$ cat src/pkg/flag_bank_pkg.sv
package flag_bank_pkg;
	localparam int ADDR_W = 12;
	localparam int DATA_W = 8;
	localparam int NUM_EXT = 3;

	////////////////////////////////////////////////////////////////////////////////
	localparam logic [11:0] OFS_EXT_FLAGS = 12'heca;
	localparam logic [11:0] OFS_CLK_ADC   = 12'hecb;
	localparam logic [11:0] OFS_ANALOG    = 12'hecc;
	localparam logic [11:0] OFS_SERIAL    = 12'hecd;
	localparam logic [11:0] OFS_TIMER     = 12'hece;
	localparam logic [11:0] OFS_GATE      = 12'hecf;
	localparam logic [11:0] OFS_CTRL      = 12'hff2;
	localparam logic [11:0] OFS_PIN_SEL0  = 12'he00;

	////////////////////////////////////////////////////////////////////////////////
	localparam int EXT_BIT0       = 0;
	localparam int PIN_CHANGE_BIT = 4;
	localparam int TMR0_BIT       = 5;
	localparam int OSC_FAIL_BIT   = 7;
	localparam int CSW_BIT        = 6;
	localparam int ADT_BIT        = 1;
	localparam int ADC_DONE_BIT   = 0;
	localparam int VD_BIT         = 7;
	localparam int ZC_BIT         = 6;
	localparam int CMP_BIT0       = 0;
	localparam int SSP1_BIT       = 0;
	localparam int BCL1_BIT       = 1;
	localparam int SSP2_BIT       = 2;
	localparam int BCL2_BIT       = 3;
	localparam int TX1_BIT        = 4;
	localparam int RX1_BIT        = 5;
	localparam int TX2_BIT        = 6;
	localparam int RX2_BIT        = 7;
	localparam int T1_OVF_BIT     = 0;
	localparam int T2_MATCH_BIT   = 1;
	localparam int T3_OVF_BIT     = 2;
	localparam int T4_MATCH_BIT   = 3;
	localparam int T5_OVF_BIT     = 4;
	localparam int T6_MATCH_BIT   = 5;
	localparam int GATE_BIT0      = 0;
	localparam int PERIPHERAL_IRQ_ENABLE_BIT       = 6;
	localparam int EDGE_BIT0      = 0;

	////////////////////////////////////////////////////////////////////////////////
	localparam logic [7:0] MASK_EXT_RW  = 8'h27;
	localparam logic [7:0] MASK_CLK_ADC = 8'hc3;
	localparam logic [7:0] MASK_ANALOG  = 8'hc3;
	localparam logic [7:0] MASK_SER_RW  = 8'h0f;
	localparam logic [7:0] MASK_TIMER   = 8'h3f;
	localparam logic [7:0] MASK_GATE    = 8'h07;
	localparam logic [7:0] FLAG_RESET   = 8'h00;
	localparam logic [2:0] EDGE_RESET   = 3'h7;
endpackage

$ cat src/hw/sync2.sv
`timescale 1ns/1ns
module sync2 #(
	parameter int W = 1
) (
	input  wire logic         mclk,
	input  wire logic         rst_b,
	input  wire logic         ce,
	input  wire logic [W-1:0] d,
	output logic      [W-1:0] q
);
	typedef struct packed {
		logic [W-1:0] meta;
		logic [W-1:0] stable;
	} sync_state_t;

	sync_state_t st;
	sync_state_t next_st;

	if (W < 1) begin : g_bad_width
		$error("sync2: width must be at least 1");
	end

	// meta is read only by the second stage
	always_comb begin
		next_st = st;
		if (ce) begin
			next_st.meta   = d;
			next_st.stable = st.meta;
		end
	end

	always_ff @(posedge mclk or negedge rst_b) begin
		if (!rst_b) begin
			st <= '0;
		end else begin
			st <= next_st;
		end
	end

	assign q = st.stable;
endmodule // sync2

$ cat src/hw/ext_edge_detect.sv
`timescale 1ns/1ns
module ext_edge_detect #(
	parameter int NUM_PINS = 8,
	parameter int SEL_W    = 3
) (
	input  wire logic                mclk,
	input  wire logic                rst_b,
	input  wire logic                ce,
	input  wire logic [NUM_PINS-1:0] pins,
	input  wire logic [SEL_W-1:0]    pin_sel,
	input  wire logic                rising,
	output logic                     evt
);
	typedef struct packed {
		logic prev;
		logic primed;
	} edge_state_t;

	edge_state_t st;
	edge_state_t next_st;
	logic        cur;

	if ((1 << SEL_W) < NUM_PINS) begin : g_bad_select
		$error("ext_edge_detect: select too narrow");
	end

	// pin chosen by software, not fixed
	assign cur = pins[pin_sel]; // [RQ4]

	// primed only masks the first enabled cycle after reset; a pin already high at reset still reads as a rising edge once through sync2
	assign evt = ce && st.primed && (rising ? (cur && !st.prev) : (!cur && st.prev)); // [RQ22]

	always_comb begin
		next_st = st;
		if (ce) begin
			next_st.prev   = cur;
			next_st.primed = 1'b1;
		end
	end

	always_ff @(posedge mclk or negedge rst_b) begin
		if (!rst_b) begin
			st <= '0;
		end else begin
			st <= next_st;
		end
	end

	a_edge_polarity: assert property (@(posedge mclk) disable iff (!rst_b) // [RQ22]
		evt |-> (cur == rising) && ($past(cur) != rising || !$past(ce)))
		else $error("edge event against selected polarity");
endmodule // ext_edge_detect

$ cat src/hw/peripheral_interrupt_flag_bank.sv
// Notes on behaviour
// RQ1 - each of three external inputs sets its own flag on its event
// RQ2 - first flag register pending is never masked by peripheral enable
// RQ3 - pin-change flag read-only, clears only when all per-pin flags clear
// RQ4 - each external input pin chosen by a pin-select register
// RQ5 - oscillator failure sets clock/adc bit 7, software clears
// RQ6 - new oscillator ready sets clock/adc bit 6
// RQ7 - clock-switch-ready flag alone never wakes from sleep
// RQ8 - adc threshold event sets clock/adc bit 1
// RQ9 - conversion done sets clock/adc bit 0 until software clears
// RQ10 - voltage detect event sets analog bit 7
// RQ11 - any zero-cross output change sets analog bit 6
// RQ12 - comparator output change sets analog bit 0 or 1
// RQ13 - serial bits 5 and 7 mirror receive buffer full, read-only
// RQ14 - serial bits 4 and 6 mirror transmit buffer empty, read-only
// RQ15 - bus collision sets serial bits 1 and 3
// RQ16 - sync port transfer done sets serial bits 0 and 2
// RQ17 - 8-bit timer period match sets timer bits 1, 3, 5
// RQ18 - 16-bit timer overflow sets timer bits 0, 2, 4
// RQ19 - timer gate events set gate bits 0, 1, 2
// RQ20 - hardware-set flags stay set until software writes zero
// RQ21 - flags set regardless of any enable, allowing polling
// RQ22 - external input edge select: 1 rising, 0 falling
// RQ23 - flags reset to zero; unused bits read zero, ignore writes
//
// Decided for this implementation: the strobed register port.
`timescale 1ns/1ns
module peripheral_interrupt_flag_bank
	import flag_bank_pkg::*;
#(
	parameter int NUM_PINS = 8
) (
	input  wire logic                mclk,
	input  wire logic                rst_b,
	input  wire logic                ce,
	input  wire logic [ADDR_W-1:0]   addr,
	input  wire logic [DATA_W-1:0]   wdata,
	input  wire logic                wr_en,
	input  wire logic                rd_en,
	output logic      [DATA_W-1:0]   rdata,
	input  wire logic [NUM_PINS-1:0] gpio_pins,
	input  wire logic [NUM_PINS-1:0] per_pin_change_flags,
	input  wire logic                timer_zero_ovf,
	input  wire logic                osc_fail_evt,
	input  wire logic                clk_switch_ready_evt,
	input  wire logic                adc_threshold_evt,
	input  wire logic                adc_done_evt,
	input  wire logic                voltage_detect_evt,
	input  wire logic                zero_cross_out,
	input  wire logic [1:0]          comparator_out,
	input  wire logic [1:0]          uart_rx_full,
	input  wire logic [1:0]          uart_tx_empty,
	input  wire logic [1:0]          bus_collision_evt,
	input  wire logic [1:0]          sync_serial_done_evt,
	input  wire logic [2:0]          timer_match_evt,
	input  wire logic [2:0]          timer_overflow_evt,
	input  wire logic [2:0]          timer_gate_evt,
	output logic                     core_event_pending,
	output logic                     periph_event_pending,
	output logic                     wake_request
);
	localparam int SEL_W = (NUM_PINS > 1) ? $clog2(NUM_PINS) : 1;

	typedef struct packed {
		logic [7:0]                        ext_flags;
		logic [7:0]                        clk_adc;
		logic [7:0]                        analog;
		logic [7:0]                        serial_rw;
		logic [7:0]                        timer;
		logic [7:0]                        gate;
		logic                              peripheral_irq_enable;
		logic [NUM_EXT-1:0]                edge_sel;
		logic [NUM_EXT-1:0][SEL_W-1:0]     pin_sel;
		logic [2:0]                        analog_prev;
		logic                              primed;
		logic [7:0]                        rdata;
	} bank_state_t;

	bank_state_t          st;
	bank_state_t          next_st;
	logic [NUM_PINS-1:0]  pins_sync;
	logic [NUM_EXT-1:0]   ext_evt;
	logic                 pin_change;
	logic [2:0]           analog_now;
	logic [7:0]           ser_view;
	logic                 other_pending;

	// stop at elaboration on a pin count the select fields cannot serve
	if (NUM_PINS < 2 || NUM_PINS > 256) begin : g_bad_pins
		$error("flag bank: NUM_PINS out of range");
	end

	////////////////////////////////////////////////////////////////////////////////
	function automatic logic hit(input logic [ADDR_W-1:0] a, input logic [ADDR_W-1:0] ofs);
		return a == ofs;
	endfunction

	// write stores masked data, then hardware set wins over a same-cycle clear
	function automatic logic [7:0] upd(input logic [7:0] cur, input logic [7:0] set,
		input logic we, input logic [7:0] d, input logic [7:0] mask);
		logic [7:0] base;
		base = we ? d : cur;
		return (base | set) & mask;
	endfunction

	////////////////////////////////////////////////////////////////////////////////
	sync2 #(
		.W (NUM_PINS)
	) u_pin_sync (
		.mclk  (mclk),
		.rst_b (rst_b),
		.ce    (ce),
		.d     (gpio_pins),
		.q     (pins_sync)
	);

	for (genvar i = 0; i < NUM_EXT; i++) begin : g_ext
		ext_edge_detect #(
			.NUM_PINS (NUM_PINS),
			.SEL_W    (SEL_W)
		) u_edge (
			.mclk    (mclk),
			.rst_b   (rst_b),
			.ce      (ce),
			.pins    (pins_sync),
			.pin_sel (st.pin_sel[i]),
			.rising  (st.edge_sel[i]),
			.evt     (ext_evt[i])
		);
	end

	////////////////////////////////////////////////////////////////////////////////
	// pin-change is live: per-pin flags are the only storage
	assign pin_change = |per_pin_change_flags; // [RQ3]
	assign analog_now = {zero_cross_out, comparator_out};

	// serial view: buffer bits follow the uart state, never stored here
	always_comb begin
		ser_view          = st.serial_rw & MASK_SER_RW;
		ser_view[RX1_BIT] = uart_rx_full[0]; // [RQ13]
		ser_view[RX2_BIT] = uart_rx_full[1]; // [RQ13]
		ser_view[TX1_BIT] = uart_tx_empty[0]; // [RQ14]
		ser_view[TX2_BIT] = uart_tx_empty[1]; // [RQ14]
	end

	always_comb begin
		logic [7:0] s_ext;
		logic [7:0] s_clk;
		logic [7:0] s_ana;
		logic [7:0] s_ser;
		logic [7:0] s_tmr;
		logic [7:0] s_gate;
		logic [2:0] changed;
		logic [7:0] ext_view;
		s_ext   = '0;
		s_clk   = '0;
		s_ana   = '0;
		s_ser   = '0;
		s_tmr   = '0;
		s_gate  = '0;
		ext_view = '0;
		changed = st.primed ? (analog_now ^ st.analog_prev) : 3'h0;
		next_st = st;

		// sources are not qualified by any enable so software can poll
		s_ext[EXT_BIT0 +: NUM_EXT]  = ext_evt; // [RQ1] [RQ21]
		s_ext[TMR0_BIT]             = timer_zero_ovf;
		s_clk[OSC_FAIL_BIT]         = osc_fail_evt; // [RQ5]
		s_clk[CSW_BIT]              = clk_switch_ready_evt; // [RQ6]
		s_clk[ADT_BIT]              = adc_threshold_evt; // [RQ8]
		s_clk[ADC_DONE_BIT]         = adc_done_evt; // [RQ9]
		s_ana[VD_BIT]               = voltage_detect_evt; // [RQ10]
		s_ana[ZC_BIT]               = changed[2]; // [RQ11]
		s_ana[CMP_BIT0 +: 2]        = changed[1:0]; // [RQ12]
		s_ser[SSP1_BIT]             = sync_serial_done_evt[0]; // [RQ16]
		s_ser[SSP2_BIT]             = sync_serial_done_evt[1]; // [RQ16]
		s_ser[BCL1_BIT]             = bus_collision_evt[0]; // [RQ15]
		s_ser[BCL2_BIT]             = bus_collision_evt[1]; // [RQ15]
		s_tmr[T2_MATCH_BIT]         = timer_match_evt[0]; // [RQ17]
		s_tmr[T4_MATCH_BIT]         = timer_match_evt[1]; // [RQ17]
		s_tmr[T6_MATCH_BIT]         = timer_match_evt[2]; // [RQ17]
		s_tmr[T1_OVF_BIT]           = timer_overflow_evt[0]; // [RQ18]
		s_tmr[T3_OVF_BIT]           = timer_overflow_evt[1]; // [RQ18]
		s_tmr[T5_OVF_BIT]           = timer_overflow_evt[2]; // [RQ18]
		s_gate[GATE_BIT0 +: 3]      = timer_gate_evt; // [RQ19]

		ext_view                 = st.ext_flags & MASK_EXT_RW;
		ext_view[PIN_CHANGE_BIT] = pin_change; // [RQ3]

		if (ce) begin
			// flags only drop on a software write of zero
			next_st.ext_flags = upd(st.ext_flags, s_ext, wr_en && hit(addr, OFS_EXT_FLAGS),
				wdata, MASK_EXT_RW); // [RQ20] [RQ23]
			next_st.clk_adc   = upd(st.clk_adc, s_clk, wr_en && hit(addr, OFS_CLK_ADC),
				wdata, MASK_CLK_ADC); // [RQ20] [RQ23]
			next_st.analog    = upd(st.analog, s_ana, wr_en && hit(addr, OFS_ANALOG),
				wdata, MASK_ANALOG); // [RQ20] [RQ23]
			next_st.serial_rw = upd(st.serial_rw, s_ser, wr_en && hit(addr, OFS_SERIAL),
				wdata, MASK_SER_RW); // [RQ20] [RQ23]
			next_st.timer     = upd(st.timer, s_tmr, wr_en && hit(addr, OFS_TIMER),
				wdata, MASK_TIMER); // [RQ20] [RQ23]
			next_st.gate      = upd(st.gate, s_gate, wr_en && hit(addr, OFS_GATE),
				wdata, MASK_GATE); // [RQ20] [RQ23]
			next_st.analog_prev = analog_now;
			next_st.primed      = 1'b1;

			if (wr_en && hit(addr, OFS_CTRL)) begin
				next_st.peripheral_irq_enable     = wdata[PERIPHERAL_IRQ_ENABLE_BIT];
				next_st.edge_sel = wdata[EDGE_BIT0 +: NUM_EXT]; // [RQ22]
			end
			for (int i = 0; i < NUM_EXT; i++) begin
				if (wr_en && hit(addr, OFS_PIN_SEL0 + ADDR_W'(i))) begin
					next_st.pin_sel[i] = wdata[SEL_W-1:0]; // [RQ4]
				end
			end

			// read data stands one cycle only, zero otherwise
			next_st.rdata = '0;
			if (rd_en) begin
				if (hit(addr, OFS_EXT_FLAGS)) next_st.rdata = ext_view;
				if (hit(addr, OFS_CLK_ADC)) next_st.rdata = st.clk_adc;
				if (hit(addr, OFS_ANALOG)) next_st.rdata = st.analog;
				if (hit(addr, OFS_SERIAL)) next_st.rdata = ser_view;
				if (hit(addr, OFS_TIMER)) next_st.rdata = st.timer;
				if (hit(addr, OFS_GATE)) next_st.rdata = st.gate;
				if (hit(addr, OFS_CTRL)) begin
					next_st.rdata[PERIPHERAL_IRQ_ENABLE_BIT]              = st.peripheral_irq_enable;
					next_st.rdata[EDGE_BIT0 +: NUM_EXT]  = st.edge_sel;
				end
				for (int i = 0; i < NUM_EXT; i++) begin
					if (hit(addr, OFS_PIN_SEL0 + ADDR_W'(i))) begin
						next_st.rdata[SEL_W-1:0] = st.pin_sel[i];
					end
				end
			end
		end
	end

	always_ff @(posedge mclk or negedge rst_b) begin
		if (!rst_b) begin
			st           <= '0;
			st.edge_sel  <= EDGE_RESET;
			st.ext_flags <= FLAG_RESET; // [RQ23]
			st.clk_adc   <= FLAG_RESET;
			st.analog    <= FLAG_RESET;
			st.serial_rw <= FLAG_RESET;
			st.timer     <= FLAG_RESET;
			st.gate      <= FLAG_RESET;
		end else begin
			st <= next_st;
		end
	end

	////////////////////////////////////////////////////////////////////////////////
	assign rdata = st.rdata;

	// first register bypasses the peripheral enable
	assign core_event_pending = ((st.ext_flags & MASK_EXT_RW) != 8'h00) || pin_change; // [RQ2]

	assign other_pending = ((st.clk_adc & ~(8'h01 << CSW_BIT)) != 8'h00) ||
		(st.analog != 8'h00) || (ser_view != 8'h00) || (st.timer != 8'h00) ||
		(st.gate != 8'h00);

	assign periph_event_pending = st.peripheral_irq_enable && (other_pending || st.clk_adc[CSW_BIT]);

	// clock-switch ready is kept out: it must not end sleep on its own
	assign wake_request = core_event_pending || other_pending; // [RQ7]

	////////////////////////////////////////////////////////////////////////////////
	a_ext_flag_set: assert property (@(posedge mclk) disable iff (!rst_b) // [RQ1]
		(ce && ext_evt != '0) |=> ((st.ext_flags[EXT_BIT0 +: NUM_EXT] & $past(ext_evt))
		== $past(ext_evt)))
		else $error("external event did not set its flag");

	a_core_unmasked: assert property (@(posedge mclk) disable iff (!rst_b) // [RQ2]
		(!st.peripheral_irq_enable && st.ext_flags[EXT_BIT0]) |-> core_event_pending && !periph_event_pending)
		else $error("first register pending masked");

	a_pin_change_read: assert property (@(posedge mclk) disable iff (!rst_b) // [RQ3]
		(ce && rd_en && hit(addr, OFS_EXT_FLAGS)) |=>
		(rdata[PIN_CHANGE_BIT] == $past(|per_pin_change_flags)))
		else $error("pin change bit not live");

	a_osc_fail_set: assert property (@(posedge mclk) disable iff (!rst_b) // [RQ5]
		(ce && osc_fail_evt) |=> st.clk_adc[OSC_FAIL_BIT] ##1
		(st.clk_adc[OSC_FAIL_BIT] || $past(ce && wr_en && addr == OFS_CLK_ADC)))
		else $error("oscillator fail flag lost");

	a_switch_no_wake: assert property (@(posedge mclk) disable iff (!rst_b) // [RQ7]
		(st.clk_adc == (8'h01 << CSW_BIT) && st.analog == 8'h00 && ser_view == 8'h00 &&
		st.timer == 8'h00 && st.gate == 8'h00 && !core_event_pending) |-> !wake_request)
		else $error("clock switch flag woke the system");

	a_adc_done_hold: assert property (@(posedge mclk) disable iff (!rst_b) // [RQ9]
		(st.clk_adc[ADC_DONE_BIT] && !(wr_en && hit(addr, OFS_CLK_ADC)))
		|=> st.clk_adc[ADC_DONE_BIT])
		else $error("conversion flag dropped without a write");

	a_zero_cross_set: assert property (@(posedge mclk) disable iff (!rst_b) // [RQ11]
		(ce && $past(ce) && st.primed && $changed(zero_cross_out)) |-> ##1 st.analog[ZC_BIT])
		else $error("zero cross change missed");

	a_cmp_change: assert property (@(posedge mclk) disable iff (!rst_b) // [RQ12]
		(ce && st.primed && comparator_out[0] != st.analog_prev[0]) |=> st.analog[CMP_BIT0])
		else $error("comparator change missed");

	a_rx_mirror: assert property (@(posedge mclk) disable iff (!rst_b) // [RQ13]
		(ce && rd_en && hit(addr, OFS_SERIAL)) |=>
		(rdata[RX1_BIT] == $past(uart_rx_full[0]) && rdata[TX2_BIT] == $past(uart_tx_empty[1])))
		else $error("serial buffer bits not mirrored");

	a_set_beats_clear: assert property (@(posedge mclk) disable iff (!rst_b) // [RQ20]
		(ce && wr_en && hit(addr, OFS_CLK_ADC) && wdata == 8'h00 && adc_done_evt)
		|=> st.clk_adc[ADC_DONE_BIT])
		else $error("same-cycle clear beat the conversion flag");

	a_gate_set: assert property (@(posedge mclk) disable iff (!rst_b) // [RQ19]
		(ce && timer_gate_evt[2]) |=> st.gate[GATE_BIT0 + 2])
		else $error("gate flag not set");

	a_reserved_zero: assert property (@(posedge mclk) disable iff (!rst_b) // [RQ23]
		(ce && rd_en && hit(addr, OFS_TIMER)) |=> rdata[7:6] == 2'b00 ##1
		(rdata == 8'h00 || $past(rd_en || !ce)))
		else $error("reserved bits or stale read data");

	a_switch_ready_set: assert property (@(posedge mclk) disable iff (!rst_b) // [RQ6]
		(ce && clk_switch_ready_evt) |=> st.clk_adc[CSW_BIT])
		else $error("clock switch ready flag not set");

	a_threshold_set: assert property (@(posedge mclk) disable iff (!rst_b) // [RQ8]
		(ce && adc_threshold_evt) |=> st.clk_adc[ADT_BIT])
		else $error("threshold flag not set");

	a_voltage_set: assert property (@(posedge mclk) disable iff (!rst_b) // [RQ10]
		(ce && voltage_detect_evt) |=> st.analog[VD_BIT])
		else $error("voltage detect flag not set");

	a_collision_set: assert property (@(posedge mclk) disable iff (!rst_b) // [RQ15]
		(ce && bus_collision_evt[1]) |=> st.serial_rw[BCL2_BIT])
		else $error("collision flag not set");

	a_sync_done_set: assert property (@(posedge mclk) disable iff (!rst_b) // [RQ16]
		(ce && sync_serial_done_evt[0]) |=> st.serial_rw[SSP1_BIT])
		else $error("sync transfer flag not set");

	a_match_set: assert property (@(posedge mclk) disable iff (!rst_b) // [RQ17]
		(ce && timer_match_evt[2]) |=> st.timer[T6_MATCH_BIT])
		else $error("period match flag not set");

	a_overflow_set: assert property (@(posedge mclk) disable iff (!rst_b) // [RQ18]
		(ce && timer_overflow_evt[1]) |=> st.timer[T3_OVF_BIT])
		else $error("overflow flag not set");

	a_tx_mirror: assert property (@(posedge mclk) disable iff (!rst_b) // [RQ14]
		(ce && rd_en && hit(addr, OFS_SERIAL)) |=>
		(rdata[TX1_BIT] == $past(uart_tx_empty[0]) && rdata[RX2_BIT] == $past(uart_rx_full[1])))
		else $error("transmit buffer bit not mirrored");
endmodule // peripheral_interrupt_flag_bank

$ cat config.mk
export PLATFORM = sky130hd
export DESIGN_NAME = peripheral_interrupt_flag_bank
export DESIGN_NICKNAME = d
export VERILOG_FILES = /design/src/pkg/flag_bank_pkg.sv /design/src/hw/sync2.sv /design/src/hw/ext_edge_detect.sv /design/src/hw/peripheral_interrupt_flag_bank.sv
export SDC_FILE = /design/constraint.sdc
export NUM_CORES = 1
export LEC_CHECK = 0
export BUFFER_PORTS_ARGS = -buffer_cell sky130_fd_sc_hd__buf_4
export CAP_MARGIN = 15
export CORE_ASPECT_RATIO = 1.5
export CORE_UTILIZATION = 50
export CTS_BUF_LIST = sky130_fd_sc_hd__clkbuf_8
export DETAILED_ROUTE_END_ITERATION = 10
export PLACE_DENSITY = 0.81
export SLEW_MARGIN = 20
export SYNTH_ARGS = -nofsm -noshare
export SYNTH_HDL_FRONTEND = slang
export SYNTH_SLANG_ARGS = --single-unit
$ cat constraint.sdc
create_clock -name mclk -period 1.68 [get_ports mclk]
set_input_delay 0.084 -clock mclk [delete_from_list [all_inputs] [get_ports mclk]]
set_output_delay 0.084 -clock mclk [all_outputs]
set_load 0.03 [all_outputs]
==> run_summary.xml, run 1 <==
<?xml version="1.0" encoding="UTF-8"?>
<metrics>
  <group name="placed_design">
    <metric name="placed_cell_area" unit="µm²">4600</metric>
    <metric name="gp_congestion" unit="">0.927</metric>
    <metric name="dp_hpwl" unit="µm">7940</metric>
    <metric name="place.port_buffers" unit="">77</metric>
  </group>
  <group name="timing">
    <metric name="finalCritPeriodShare" unit="">1.13</metric>
    <metric name="finalWorstSetupSlack" unit="ns">-0.211</metric>
    <metric name="tightestPinTransition" unit="ns">0.406</metric>
    <metric name="final_max_slew_viol_count" unit="">0</metric>
    <metric name="grt_setup_unrepaired" unit="">true</metric>
    <metric name="fmax" unit="MHz">529</metric>
    <metric name="timing.max_slew.rel_slack" unit="">0.730</metric>
    <metric name="fin_crit" unit="ns">1.89</metric>
    <metric name="setup_violations" unit="">3</metric>
    <metric name="final.setup_skew" unit="ns">0.0114</metric>
    <metric name="finalHoldViolCount" unit="">0</metric>
  </group>
  <group name="synth">
    <metric name="synth_top_cell_by_area" unit="">dfrtp_1</metric>
    <metric name="postSynthNetCount" unit="">422</metric>
    <metric name="yosysWarnings" unit="">0</metric>
    <metric name="yosys.cell_count.top_type" unit="">dfrtp_1</metric>
    <metric name="synthCells" unit="">355</metric>
    <metric name="synth-seq-cells" unit="">69</metric>
    <metric name="netlist_top_cells_count" unit="">dfrtp_1 (66), nand2_1 (38), mux2_2 (35)</metric>
    <metric name="postSynth.asyncResetShare" unit="">1.00</metric>
    <metric name="synth.top_cell.area_share" unit="">0.440</metric>
    <metric name="synth_cell_type_count" unit="">45</metric>
    <metric name="synth.yosys.seq_area_share" unit="">0.461</metric>
    <metric name="syn_area_per_cell" unit="µm²">10.6</metric>
    <metric name="synth-edff-count" unit="">0</metric>
    <metric name="synth.top_cells.by_area" unit="">dfrtp_1 (44%), mux2_2 (11%), mux2i_1 (6.9%), nand2_1 (3.8%), mux4_2 (3.6%)</metric>
    <metric name="synth-main-ff-cell" unit="">dfrtp_1</metric>
    <metric name="netlist_area" unit="µm²">3750</metric>
  </group>
  <group name="layout">
    <metric name="layout.nets" unit="">560</metric>
    <metric name="layout_cell_share_with_drive_strength_beyond_1" unit="">0.390</metric>
    <metric name="antenna_cells_inserted" unit="">0</metric>
    <metric name="areaGrowthSynthToFinish" unit="%">41.3</metric>
    <metric name="finish.instance_area" unit="µm²">5300</metric>
  </group>
  <group name="clocking">
    <metric name="cts_made_buffers" unit="">9</metric>
    <metric name="cts.htree.levels" unit="">3</metric>
    <metric name="clock_insertion_delay_worst_skew" unit="ns">0.35</metric>
    <metric name="numClockSinks" unit="">69</metric>
    <metric name="clk_path_buf_depth" unit="">2</metric>
    <metric name="root_buffer" unit="">clkbuf_8</metric>
    <metric name="cts_tree" unit="">built</metric>
    <metric name="clk_transition_reported_paths" unit="ns">0.08</metric>
  </group>
  <group name="power">
    <metric name="netSwitchingPower" unit="W">0.000962</metric>
    <metric name="vdd_drop_max" unit="V">0.000595</metric>
    <metric name="power_frac_clock" unit="">0.354</metric>
    <metric name="swShare" unit="">0.252</metric>
    <metric name="comb_power_share" unit="">0.167</metric>
    <metric name="intPower" unit="W">0.00286</metric>
    <metric name="leakage" unit="nW">2.37</metric>
    <metric name="pwr_dens" unit="nW/µm²">721</metric>
    <metric name="total_power" unit="W">0.00382</metric>
    <metric name="pwr-share-seq" unit="">0.480</metric>
  </group>
  <group name="critical_path">
    <metric name="cp_data_required_time" unit="ns">1.60</metric>
    <metric name="crit_chain" unit="">nor4_2 -&gt; nand4_1 -&gt; or3_1 -&gt; buf_6</metric>
    <metric name="cp_depth" unit="">4</metric>
    <metric name="worst_setup_path_end_kind" unit="">output port</metric>
    <metric name="critPathKind" unit="">flop to output port</metric>
    <metric name="critical_path.slowest_cell" unit="">dfrtp_1</metric>
    <metric name="worst-endpoint-arrival" unit="ns">1.81</metric>
    <metric name="crit_path_max_delay_family" unit="">simple AND/OR/NAND/NOR gates</metric>
    <metric name="crit_path_capture" unit="">wake_request</metric>
    <metric name="critical_path.reg2reg.startpoint" unit="">st[15]$_DFFE_PN0P_</metric>
    <metric name="crit_path_start" unit="">st[55]$_DFFE_PN0P_</metric>
    <metric name="worst-r2r-cell-count" unit="">6</metric>
    <metric name="cp_slowest_stage_delay" unit="ns">0.44</metric>
    <metric name="crit_path_max_fanout" unit="">3</metric>
    <metric name="rrSetupSlack" unit="ns">0</metric>
    <metric name="cp_num_buf_inv" unit="">1</metric>
    <metric name="critPathLaunchType" unit="">flop</metric>
    <metric name="worst_r2r_endpoint" unit="">st[66]$_DFFE_PN0P_</metric>
  </group>
  <group name="route">
    <metric name="route.vias.total" unit="">3424</metric>
    <metric name="route.detailed.wl_per_inst" unit="µm">18.8</metric>
    <metric name="drcViolationCount" unit="">0</metric>
    <metric name="via_per_inst" unit="">5.73</metric>
    <metric name="wl_met3" unit="µm">487</metric>
    <metric name="final_antenna_net_count" unit="">0</metric>
    <metric name="drt-initial-drc-count" unit="">191</metric>
    <metric name="route.top_layer_used" unit="">met4</metric>
    <metric name="m1WireLength" unit="µm">4170</metric>
    <metric name="routed_wirelength" unit="µm">11200</metric>
    <metric name="detailroute.wirelength.met2" unit="µm">6090</metric>
    <metric name="detail_route.first_pass.iterations" unit="">4</metric>
  </group>
  <group name="die">
    <metric name="initial_utilization" unit="">0.519</metric>
    <metric name="die_width" unit="µm">72.7</metric>
    <metric name="std_cell_rows" unit="">38</metric>
    <metric name="floorplan.core_area" unit="µm²">7230</metric>
    <metric name="die_height" unit="µm">108</metric>
    <metric name="die-area" unit="µm²">7860</metric>
    <metric name="ioPinCount" unit="">78</metric>
  </group>
  <group name="global_route">
    <metric name="grt_total_usage" unit="">0.303</metric>
    <metric name="global_route_wire_length_before_repair" unit="µm">17500</metric>
    <metric name="grt_pass1_vias" unit="">3641</metric>
    <metric name="antenna_violations_before_repair" unit="">0</metric>
    <metric name="overflow" unit="">0</metric>
    <metric name="pin_count_of_the_biggest_net_entering_global_routing" unit="">51</metric>
  </group>
  <group name="run_status">
    <metric name="status" unit="">finished, violations left</metric>
    <metric name="failed_checks" unit="">negative setup slack</metric>
  </group>
  <group name="worst_hold_path">
    <metric name="hp-start" unit="">wdata[2]</metric>
    <metric name="min_path_type" unit="">input pin to flop</metric>
  </group>
  <group name="run">
    <metric name="cap_violations" unit="">0</metric>
  </group>
</metrics>
-- area by class of cell --
type | count | area, µm²
fillers | 518 | 1930
repair buffers | 154 | 1280
multi-input cells | 255 | 1950
clock inverters | 5 | 45.0
flip-flops and latches | 69 | 1740
well taps | 100 | 125
inverters | 4 | 15.0
clock buffers | 11 | 151
-- routing by layer --
| metal | global-route usage | up-vias |
|---|---|---|
| met5 | 0 | - |
| li1 | - | 1585 |
| met3 | 0.0522 | 35 |
| met1 | 0.319 | 1669 |
| met4 | 0.204 | 0 |
| met2 | 0.542 | 135 |
-- cells by family (layout without fill, tap and decap cells) --
kind of cell	Yosys count	count (layout)	synth area share
DFF	69	69	0.461
buffers and inverters	31	174	0.0420
AOI/OAI and AO/OA	65	65	0.114
and+or+nand+nor	120	120	0.164
xor gates and xnor gates	3	3	0.00701
muxes	67	67	0.211
-- registers in the layout, indices dropped and copies added, names as in the netlist --
signal	cells
st	37
rdata	8
u_pin_sync.q	8
u_pin_sync.st	8
g_ext.u_edge.st	4
ser_view	4
-- worst min path at each step --
stage                                        endpoint  slack [ns]  cells after the start
floorplan           g_ext[0].u_edge.st[1]$_DFFE_PN0P_       -0.21                      0
global placement                   st[56]$_DFFE_PN0P_        0.03                      1
detailed placement                 st[63]$_DFFE_PN0P_        0.04                      1
CTS                                st[27]$_DFFE_PN0P_        0.04                      3
global route                       st[27]$_DFFE_PN0P_        0.06                      3
finish                             st[67]$_DFFE_PN0P_        0.05                      3
-- tightest hold or removal path, stage by stage --
cell and delay, ns:
buf_4 0.15, mux2i_1 0.07, o21ai_0 0.06
-- power by group through the flow --
stage                     clock network, W  registers (W)  logic [W]
final                              0.00135        0.00183   0.000637
after detailed placement                 0        0.00185   0.000545
after global placement                   0        0.00184   0.000528
after CTS                          0.00137        0.00183   0.000618
after global routing               0.00143        0.00184   0.000689
after floorplan                          0        0.00182   0.000273
-- cells in the final DEF, fill, tap and decap left out, types with 4 or more instances in the layout --
master,netlist,routed
mux4_2,6,6
nand4_1,8,8
nand3_1,11,11
a21oi_1,16,16
dfrtp_1,66,62
dfrtp_2,0,4
mux2_2,35,35
o21ai_0,17,16
nor2b_1,9,9
buf_4,8,114
mux2i_1,26,24
a22oi_1,5,4
o31a_1,5,5
nor4_2,0,5
nand2_1,38,38
nor3_1,5,4
and3_1,4,4
clkbuf_8,0,11
dlygate4sd3_1,0,36
inv_1,4,8
nor2_1,20,19
-- metrics by stage --
step | setup slack, ns | TNS, ns | std cells | util | hold WS, ns
6_report | -0.211 | -0.314 | 598 | 0.733 | 0.0543
5_1_grt | -0.284 | -0.515 | 598 | 0.733 | 0.0650
4_1_cts | -0.193 | -0.275 | 595 | 0.725 | 0.0435
3_5_place_dp | -0.138 | -1.61 | 539 | 0.636 | 0.0361
3_3_place_gp | -0.0824 | -0.788 | 539 | 0.636 | 0.0263
2_1_floorplan | 0.0337 | 0 | 355 | - | -0.212
-- repair_timing --
action / in CTS / in global routing
resized for setup: 12 / 9
buffers inserted: 4 / 3
pin swaps: 6 / 7
gates cloned: 0 / 0
hold endpoints to repair: 86 / 0
endpoints found under the setup margin: 3 / 5
hold buffers: 36 / 0
No activity file was read; power rests on OpenSTA's default activity.
==> run 2, diff against run 1 <==
==> constraint.sdc (replaced) <==
create_clock -name mclk -period 2.24 [get_ports mclk]
set_input_delay 0.112 -clock mclk [delete_from_list [all_inputs] [get_ports mclk]]
set_output_delay 0.112 -clock mclk [all_outputs]
set_load 0.1 [all_outputs]
==> run 2 against run 1 <==
Net effect: the run now ends clean; non-clock buffer count is 40 lower; sequential share of layout area is 2.5 points higher; core utilization is 5.5 points lower; die area stayed put; clock-buffer cell count is 1 higher; largest power group unchanged.
==> run_summary.xml, run 2 (synthesized netlist as in run 1, its figures left out) <==
<?xml version="1.0" encoding="UTF-8"?>
<metrics>
  <group name="global_route">
    <metric name="antenna_violations_before_repair" unit="">0</metric>
    <metric name="pin_count_of_the_biggest_net_entering_global_routing" unit="">70</metric>
    <metric name="grt_pass1_vias" unit="">3495</metric>
    <metric name="overflow" unit="">0</metric>
    <metric name="grt_total_usage" unit="">0.300</metric>
    <metric name="global_route_wire_length_before_repair" unit="µm">17200</metric>
  </group>
  <group name="timing">
    <metric name="finalCritPeriodShare" unit="">0.958</metric>
    <metric name="finalHoldViolCount" unit="">0</metric>
    <metric name="tightestPinTransition" unit="ns">0.862</metric>
    <metric name="timing.max_slew.rel_slack" unit="">0.425</metric>
    <metric name="final.setup_skew" unit="ns">0.0110</metric>
    <metric name="final_max_slew_viol_count" unit="">0</metric>
    <metric name="grt_setup_unrepaired" unit="">false</metric>
    <metric name="fmax" unit="MHz">466</metric>
    <metric name="fin_crit" unit="ns">2.15</metric>
    <metric name="setup_violations" unit="">0</metric>
    <metric name="tns" unit="ns">0</metric>
  </group>
  <group name="critical_path">
    <metric name="crit_path_max_fanout" unit="">4</metric>
    <metric name="crit_path_max_delay_family" unit="">simple AND/OR/NAND/NOR gates</metric>
    <metric name="critical_path.slowest_cell" unit="">or3_2</metric>
    <metric name="worst_r2r_endpoint" unit="">st[66]$_DFFE_PN0P_</metric>
    <metric name="worst-endpoint-arrival" unit="ns">2.03</metric>
    <metric name="crit_path_start" unit="">ser_view[1]$_DFFE_PN0P_</metric>
    <metric name="cp_slowest_stage_delay" unit="ns">0.47</metric>
    <metric name="worst_setup_path_end_kind" unit="">output port</metric>
    <metric name="crit_chain" unit="">nor4_4 -&gt; nand4_1 -&gt; or3_2 -&gt; buf_4</metric>
    <metric name="critPathKind" unit="">flop to output port</metric>
    <metric name="cp_data_required_time" unit="ns">2.13</metric>
    <metric name="worst-r2r-cell-count" unit="">5</metric>
    <metric name="cp_depth" unit="">4</metric>
    <metric name="cp_num_buf_inv" unit="">1</metric>
    <metric name="critical_path.reg2reg.startpoint" unit="">st[15]$_DFFE_PN0P_</metric>
    <metric name="rrSetupSlack" unit="ns">0.44</metric>
    <metric name="critPathLaunchType" unit="">flop</metric>
  </group>
  <group name="power">
    <metric name="leakage" unit="nW">2.13</metric>
    <metric name="vdd_drop_max" unit="V">0.000441</metric>
    <metric name="pwr_dens" unit="nW/µm²">554</metric>
  </group>
  <group name="placed_design">
    <metric name="placed_cell_area" unit="µm²">4380</metric>
    <metric name="gp_congestion" unit="">0.971</metric>
    <metric name="dp_hpwl" unit="µm">7490</metric>
    <metric name="place.port_buffers" unit="">77</metric>
  </group>
  <group name="layout">
    <metric name="layout_cell_share_with_drive_strength_beyond_1" unit="">0.330</metric>
    <metric name="layout.cells.most_common" unit="">buf_4</metric>
    <metric name="final_cell_mix" unit="">buf_4 (82), dfrtp_1 (66), nand2_1 (38)</metric>
    <metric name="n_fill_cell" unit="">563</metric>
    <metric name="finish.instance_area" unit="µm²">4900</metric>
    <metric name="largest_register_ffs" unit="">37</metric>
    <metric name="registers.top_by_ff_count" unit="">st</metric>
    <metric name="areaGrowthSynthToFinish" unit="%">30.8</metric>
    <metric name="layout.nets" unit="">520</metric>
    <metric name="antenna_cells_inserted" unit="">0</metric>
  </group>
  <group name="die">
    <metric name="floorplan.core_area" unit="µm²">7230</metric>
    <metric name="die-area" unit="µm²">7860</metric>
    <metric name="die_height" unit="µm">108</metric>
    <metric name="ioPinCount" unit="">78</metric>
    <metric name="initial_utilization" unit="">0.519</metric>
    <metric name="std_cell_rows" unit="">38</metric>
    <metric name="die_width" unit="µm">72.7</metric>
  </group>
  <group name="clocking">
    <metric name="clock_insertion_delay_worst_skew" unit="ns">0.35</metric>
    <metric name="clk_transition_reported_paths" unit="ns">0.08</metric>
    <metric name="numClockSinks" unit="">69</metric>
    <metric name="root_buffer" unit="">clkbuf_8</metric>
    <metric name="cts.htree.levels" unit="">3</metric>
    <metric name="cts_tree" unit="">built</metric>
    <metric name="clk_path_buf_depth" unit="">2</metric>
    <metric name="cts_made_buffers" unit="">9</metric>
  </group>
  <group name="run_status">
    <metric name="status" unit="">completed</metric>
  </group>
  <group name="worst_hold_path">
    <metric name="hp-start" unit="">sync_serial_done_evt[1]</metric>
    <metric name="whs_endpoint" unit="">ser_view[2]$_DFFE_PN0P_</metric>
    <metric name="min_delay_path_depth" unit="">2</metric>
    <metric name="min_path_type" unit="">input pin to flop</metric>
  </group>
  <group name="route">
    <metric name="detail_route.first_pass.iterations" unit="">4</metric>
    <metric name="drt-initial-drc-count" unit="">290</metric>
    <metric name="drcViolationCount" unit="">0</metric>
    <metric name="via_per_inst" unit="">5.94</metric>
    <metric name="route.detailed.wl_per_inst" unit="µm">18.9</metric>
    <metric name="routed_wirelength" unit="µm">10500</metric>
    <metric name="final_antenna_net_count" unit="">0</metric>
    <metric name="route.vias.total" unit="">3313</metric>
  </group>
  <group name="run">
    <metric name="cap_violations" unit="">0</metric>
  </group>
</metrics>
## run 2: cell types whose count changed in the layout (fill, tap and decap cells not counted), sizes merged
cell,before,now
clkinv,0,1
inv,8,7
dlygate4sd3,36,31
buf,118,83
bufinv,1,0
clkbuf,11,12
## run 2: worst max path at each step
stage / to / slack, ns
final: wake_request / 0.09
after floorplan: wake_request / 0.007
after detailed placement: wake_request / 0.34
after global placement: wake_request / 0.35
after CTS: wake_request / 0.01
after global routing: wake_request / 0.02
## run 2: what timing repair did
action	CTS	global route
endpoints found under the hold margin	91	0
hold buffers	31	0
setup endpoints to repair	1	1
buffers inserted	0	0
gates resized for setup	1	4
## run 2: metrics by stage
step	worst slack, ns	total power (W)	utilization	std cells	hold slack, ns
6_report	0.0932	0.00272	0.679	558	0.00678
5_1_grt	0.0191	0.00283	0.679	558	0.00578
4_1_cts	0.0122	0.00274	0.675	558	0.00165
3_5_place_dp	0.336	0.00177	0.606	511	0.280
3_3_place_gp	0.348	0.00176	0.606	511	0.278
2_1_floorplan	0.00688	0.00157	-	355	-0.184
## run 2: report_power, final
| part | switching [W] | internal (W) | leakage (nW) | total (W) |
|---|---|---|---|---|
| clock network | 0.000450 | 0.000479 | 0.106 | 0.000930 |
| registers | 0.0000596 | 0.00131 | 0.770 | 0.00137 |
| logic | 0.000194 | 0.000227 | 1.25 | 0.000421 |
## run 2: metal layers
layer  track usage  wire, µm  vias up
li1              -         -     1509
met1         0.323      3770     1637
met2         0.515      5600      129
met3        0.0531       562       38
met4         0.225       585        0
met5             0         0        -
## run 2: worst reg2reg max path: cells and delay by family, from the launching register on
| family | cells | cell delay, ns |
|---|---|---|
| and+or+nand+nor | 1 | 0.08 |
| muxes | 2 | 0.85 |
| AOI/OAI and AO/OA | 2 | 0.29 |
| DFF | 1 | 0.46 |
## run 2: final cells by class
type	count	area (µm²)	area share
multi-input combinational	255	1910	0.389
sequential	69	1730	0.353
timing repair buffer	114	946	0.193
clock buffer	12	165	0.0337
tap	100	125	0.0255
clock inverter	4	16.3	0.00332
inverter	4	15.0	0.00306
==> run 3, diff against run 2 <==
--- a/config.mk
+++ b/config.mk
@@ -8,10 +8,11 @@
 export BUFFER_PORTS_ARGS = -buffer_cell sky130_fd_sc_hd__buf_4
 export CAP_MARGIN = 15
 export CORE_ASPECT_RATIO = 1.5
-export CORE_UTILIZATION = 50
+export CORE_UTILIZATION = 35
 export CTS_BUF_LIST = sky130_fd_sc_hd__clkbuf_8
 export DETAILED_ROUTE_END_ITERATION = 10
-export PLACE_DENSITY = 0.81
+export PLACE_DENSITY = 0.62
+export SKIP_CTS_REPAIR_TIMING = 1
 export SLEW_MARGIN = 20
 export SYNTH_ARGS = -nofsm -noshare
 export SYNTH_HDL_FRONTEND = slang
==> run 3 against run 2 <==
Net effect: the run now ends with negative hold slack left; largest power group unchanged; via count decreased by 2.9%; maximum frequency decreased by 0.11%; clock-buffer cell count unchanged; clock skew decreased by 0.0022 ns; cell count increased by 7.3%; die area increased by 42%; highest routed layer unchanged.
==> run_summary.xml, run 3 (synthesized netlist as in run 1, its figures left out) <==
<?xml version="1.0" encoding="UTF-8"?>
<metrics>
  <group name="timing">
    <metric name="grt_setup_unrepaired" unit="">false</metric>
    <metric name="finalWorstSetupSlack" unit="ns">0.0909</metric>
    <metric name="whs" unit="ns">-0.0182</metric>
    <metric name="timing.max_slew.rel_slack" unit="">0.396</metric>
    <metric name="fin_crit" unit="ns">2.15</metric>
    <metric name="final.setup_skew" unit="ns">0.00878</metric>
    <metric name="setup_violations" unit="">0</metric>
    <metric name="finalCritPeriodShare" unit="">0.959</metric>
    <metric name="final_max_slew_viol_count" unit="">0</metric>
    <metric name="finalHoldViolCount" unit="">2</metric>
    <metric name="fmax" unit="MHz">465</metric>
    <metric name="tightestPinTransition" unit="ns">0.906</metric>
  </group>
  <group name="route">
    <metric name="drcViolationCount" unit="">0</metric>
    <metric name="final_antenna_net_count" unit="">0</metric>
    <metric name="drt-initial-drc-count" unit="">228</metric>
    <metric name="route.detailed.wl_per_inst" unit="µm">17.6</metric>
    <metric name="detail_route.first_pass.iterations" unit="">5</metric>
    <metric name="via_per_inst" unit="">5.37</metric>
    <metric name="routed_wirelength" unit="µm">10500</metric>
    <metric name="route.vias.total" unit="">3218</metric>
  </group>
  <group name="placed_design">
    <metric name="place.port_buffers" unit="">77</metric>
    <metric name="dp_hpwl" unit="µm">7660</metric>
    <metric name="place.detailed.instances" unit="">551</metric>
    <metric name="placement.setup.worst_slack" unit="ns">0.373</metric>
    <metric name="gp_congestion" unit="">0.860</metric>
  </group>
  <group name="die">
    <metric name="die-area" unit="µm²">11100</metric>
    <metric name="initial_utilization" unit="">0.366</metric>
    <metric name="ioPinCount" unit="">78</metric>
    <metric name="die_width" unit="µm">86.5</metric>
    <metric name="floorplan.core_area" unit="µm²">10200</metric>
    <metric name="std_cell_rows" unit="">45</metric>
    <metric name="die_height" unit="µm">129</metric>
  </group>
  <group name="run_status">
    <metric name="status" unit="">finished, violations left</metric>
    <metric name="failed_checks" unit="">negative hold slack</metric>
  </group>
  <group name="clocking">
    <metric name="root_buffer" unit="">clkbuf_8</metric>
    <metric name="clk_path_buf_depth" unit="">2</metric>
    <metric name="cts_made_buffers" unit="">9</metric>
    <metric name="cts_tree" unit="">built</metric>
    <metric name="clock_insertion_delay_worst_skew" unit="ns">0.35</metric>
    <metric name="clk_transition_reported_paths" unit="ns">0.07</metric>
    <metric name="numClockSinks" unit="">69</metric>
    <metric name="cts.htree.levels" unit="">3</metric>
  </group>
  <group name="worst_hold_path">
    <metric name="min_path_type" unit="">input pin to flop</metric>
    <metric name="hp-start" unit="">wdata[4]</metric>
  </group>
  <group name="global_route">
    <metric name="grt_pass1_vias" unit="">3074</metric>
    <metric name="pin_count_of_the_biggest_net_entering_global_routing" unit="">70</metric>
    <metric name="overflow" unit="">0</metric>
    <metric name="antenna_violations_before_repair" unit="">0</metric>
    <metric name="grt_total_usage" unit="">0.197</metric>
    <metric name="global_route_wire_length_before_repair" unit="µm">16200</metric>
  </group>
  <group name="power">
    <metric name="netSwitchingPower" unit="W">0.000716</metric>
    <metric name="vdd_drop_max" unit="V">0.000331</metric>
    <metric name="leakage" unit="nW">2.12</metric>
    <metric name="comb_power_share" unit="">0.145</metric>
    <metric name="intPower" unit="W">0.00214</metric>
    <metric name="pwr_dens" unit="nW/µm²">576</metric>
    <metric name="power_frac_clock" unit="">0.376</metric>
    <metric name="swShare" unit="">0.251</metric>
    <metric name="pwr-share-seq" unit="">0.479</metric>
  </group>
  <group name="critical_path">
    <metric name="worst-endpoint-arrival" unit="ns">2.04</metric>
    <metric name="worst_setup_path_end_kind" unit="">output port</metric>
    <metric name="crit_chain" unit="">nor4_1 -&gt; nand4_1 -&gt; or3_2 -&gt; buf_4</metric>
    <metric name="crit_path_start" unit="">ser_view[0]$_DFFE_PN0P_</metric>
    <metric name="critPathLaunchType" unit="">flop</metric>
    <metric name="critPathKind" unit="">flop to output port</metric>
    <metric name="cp_data_required_time" unit="ns">2.13</metric>
    <metric name="cp_slowest_stage_delay" unit="ns">0.47</metric>
    <metric name="crit_path_max_fanout" unit="">4</metric>
    <metric name="critical_path.slowest_cell" unit="">dfrtp_1</metric>
    <metric name="critical_path.reg2reg.startpoint" unit="">st[15]$_DFFE_PN0P_</metric>
  </group>
  <group name="layout">
    <metric name="layout.nets" unit="">520</metric>
    <metric name="antenna_cells_inserted" unit="">0</metric>
    <metric name="areaGrowthSynthToFinish" unit="%">32.1</metric>
    <metric name="largest_register_ffs" unit="">37</metric>
    <metric name="final-instance-count-excl-fill" unit="">599</metric>
    <metric name="registers.top_by_ff_count" unit="">st</metric>
    <metric name="n_fill_cell" unit="">988</metric>
    <metric name="layout.cells.most_common" unit="">buf_4</metric>
    <metric name="layout_cell_share_with_drive_strength_beyond_1" unit="">0.328</metric>
    <metric name="final_cell_mix" unit="">buf_4 (82), dfrtp_1 (66), nand2_1 (38)</metric>
  </group>
  <group name="run">
    <metric name="cap_violations" unit="">0</metric>
  </group>
</metrics>
run 3: final timing paths:
path	end	slack [ns]	depth (start not counted)
min in group asynchronous	st[9]$_DFFE_PN0P_	0.44	2
worst max-delay path	wake_request	0.09	4
worst min register to register	g_ext[2].u_edge.st[0]$_DFFE_PN0P_	0.47	1
max in group asynchronous	st[11]$_DFFE_PN0P_	1.22	2
worst max register to register	st[66]$_DFFE_PN0P_	0.48	5
worst min-delay path	st[37]$_DFFE_PN0P_	-0.02	3
run 3: layer usage:
layer  vias up  track usage  wire length (µm)
met1      1582        0.220              4060
met5         -            0                 0
li1       1511            -                 -
met4         0       0.0951               379
met3        24       0.0378               395
met2       101        0.353              5710
run 3: area by class of cell:
cell class / count / area [µm²] / area share
Multi-Input combinational cell: 255 / 1890 / 0.381
Sequential cell: 69 / 1730 / 0.349
Timing Repair Buffer: 114 / 936 / 0.189
Tap cell: 141 / 176 / 0.0356
Clock buffer: 12 / 165 / 0.0333
Clock inverter: 4 / 46.3 / 0.00934
Inverter: 4 / 15.0 / 0.00303
run 3: stage by stage:
stage	util	total power, W	instance area, µm²	TNS [ns]
after floorplan	-	0.00157	3760	0
after global placement	0.430	0.00176	4410	0
after detailed placement	0.430	0.00177	4410	0
after CTS	0.451	0.00285	4620	-0.000514
after global routing	0.484	0.00299	4950	0
final	0.484	0.00285	4950	0
run 3: power groups by stage:
stage               Combinational [W]  Sequential (W)  Clock (W)
floorplan                    0.000205         0.00137          0
global placement             0.000369         0.00139          0
detailed placement           0.000378         0.00139          0
CTS                          0.000379         0.00137    0.00110
global route                 0.000456         0.00138    0.00116
finish                       0.000415         0.00137    0.00107
run 3: worst max-delay path: cells and delay by family, from the launching register on:
kind	cells	cell delay, ns
DFF	1	0.47
buffers and inverters	1	0.24
and+or+nand+nor	3	0.98
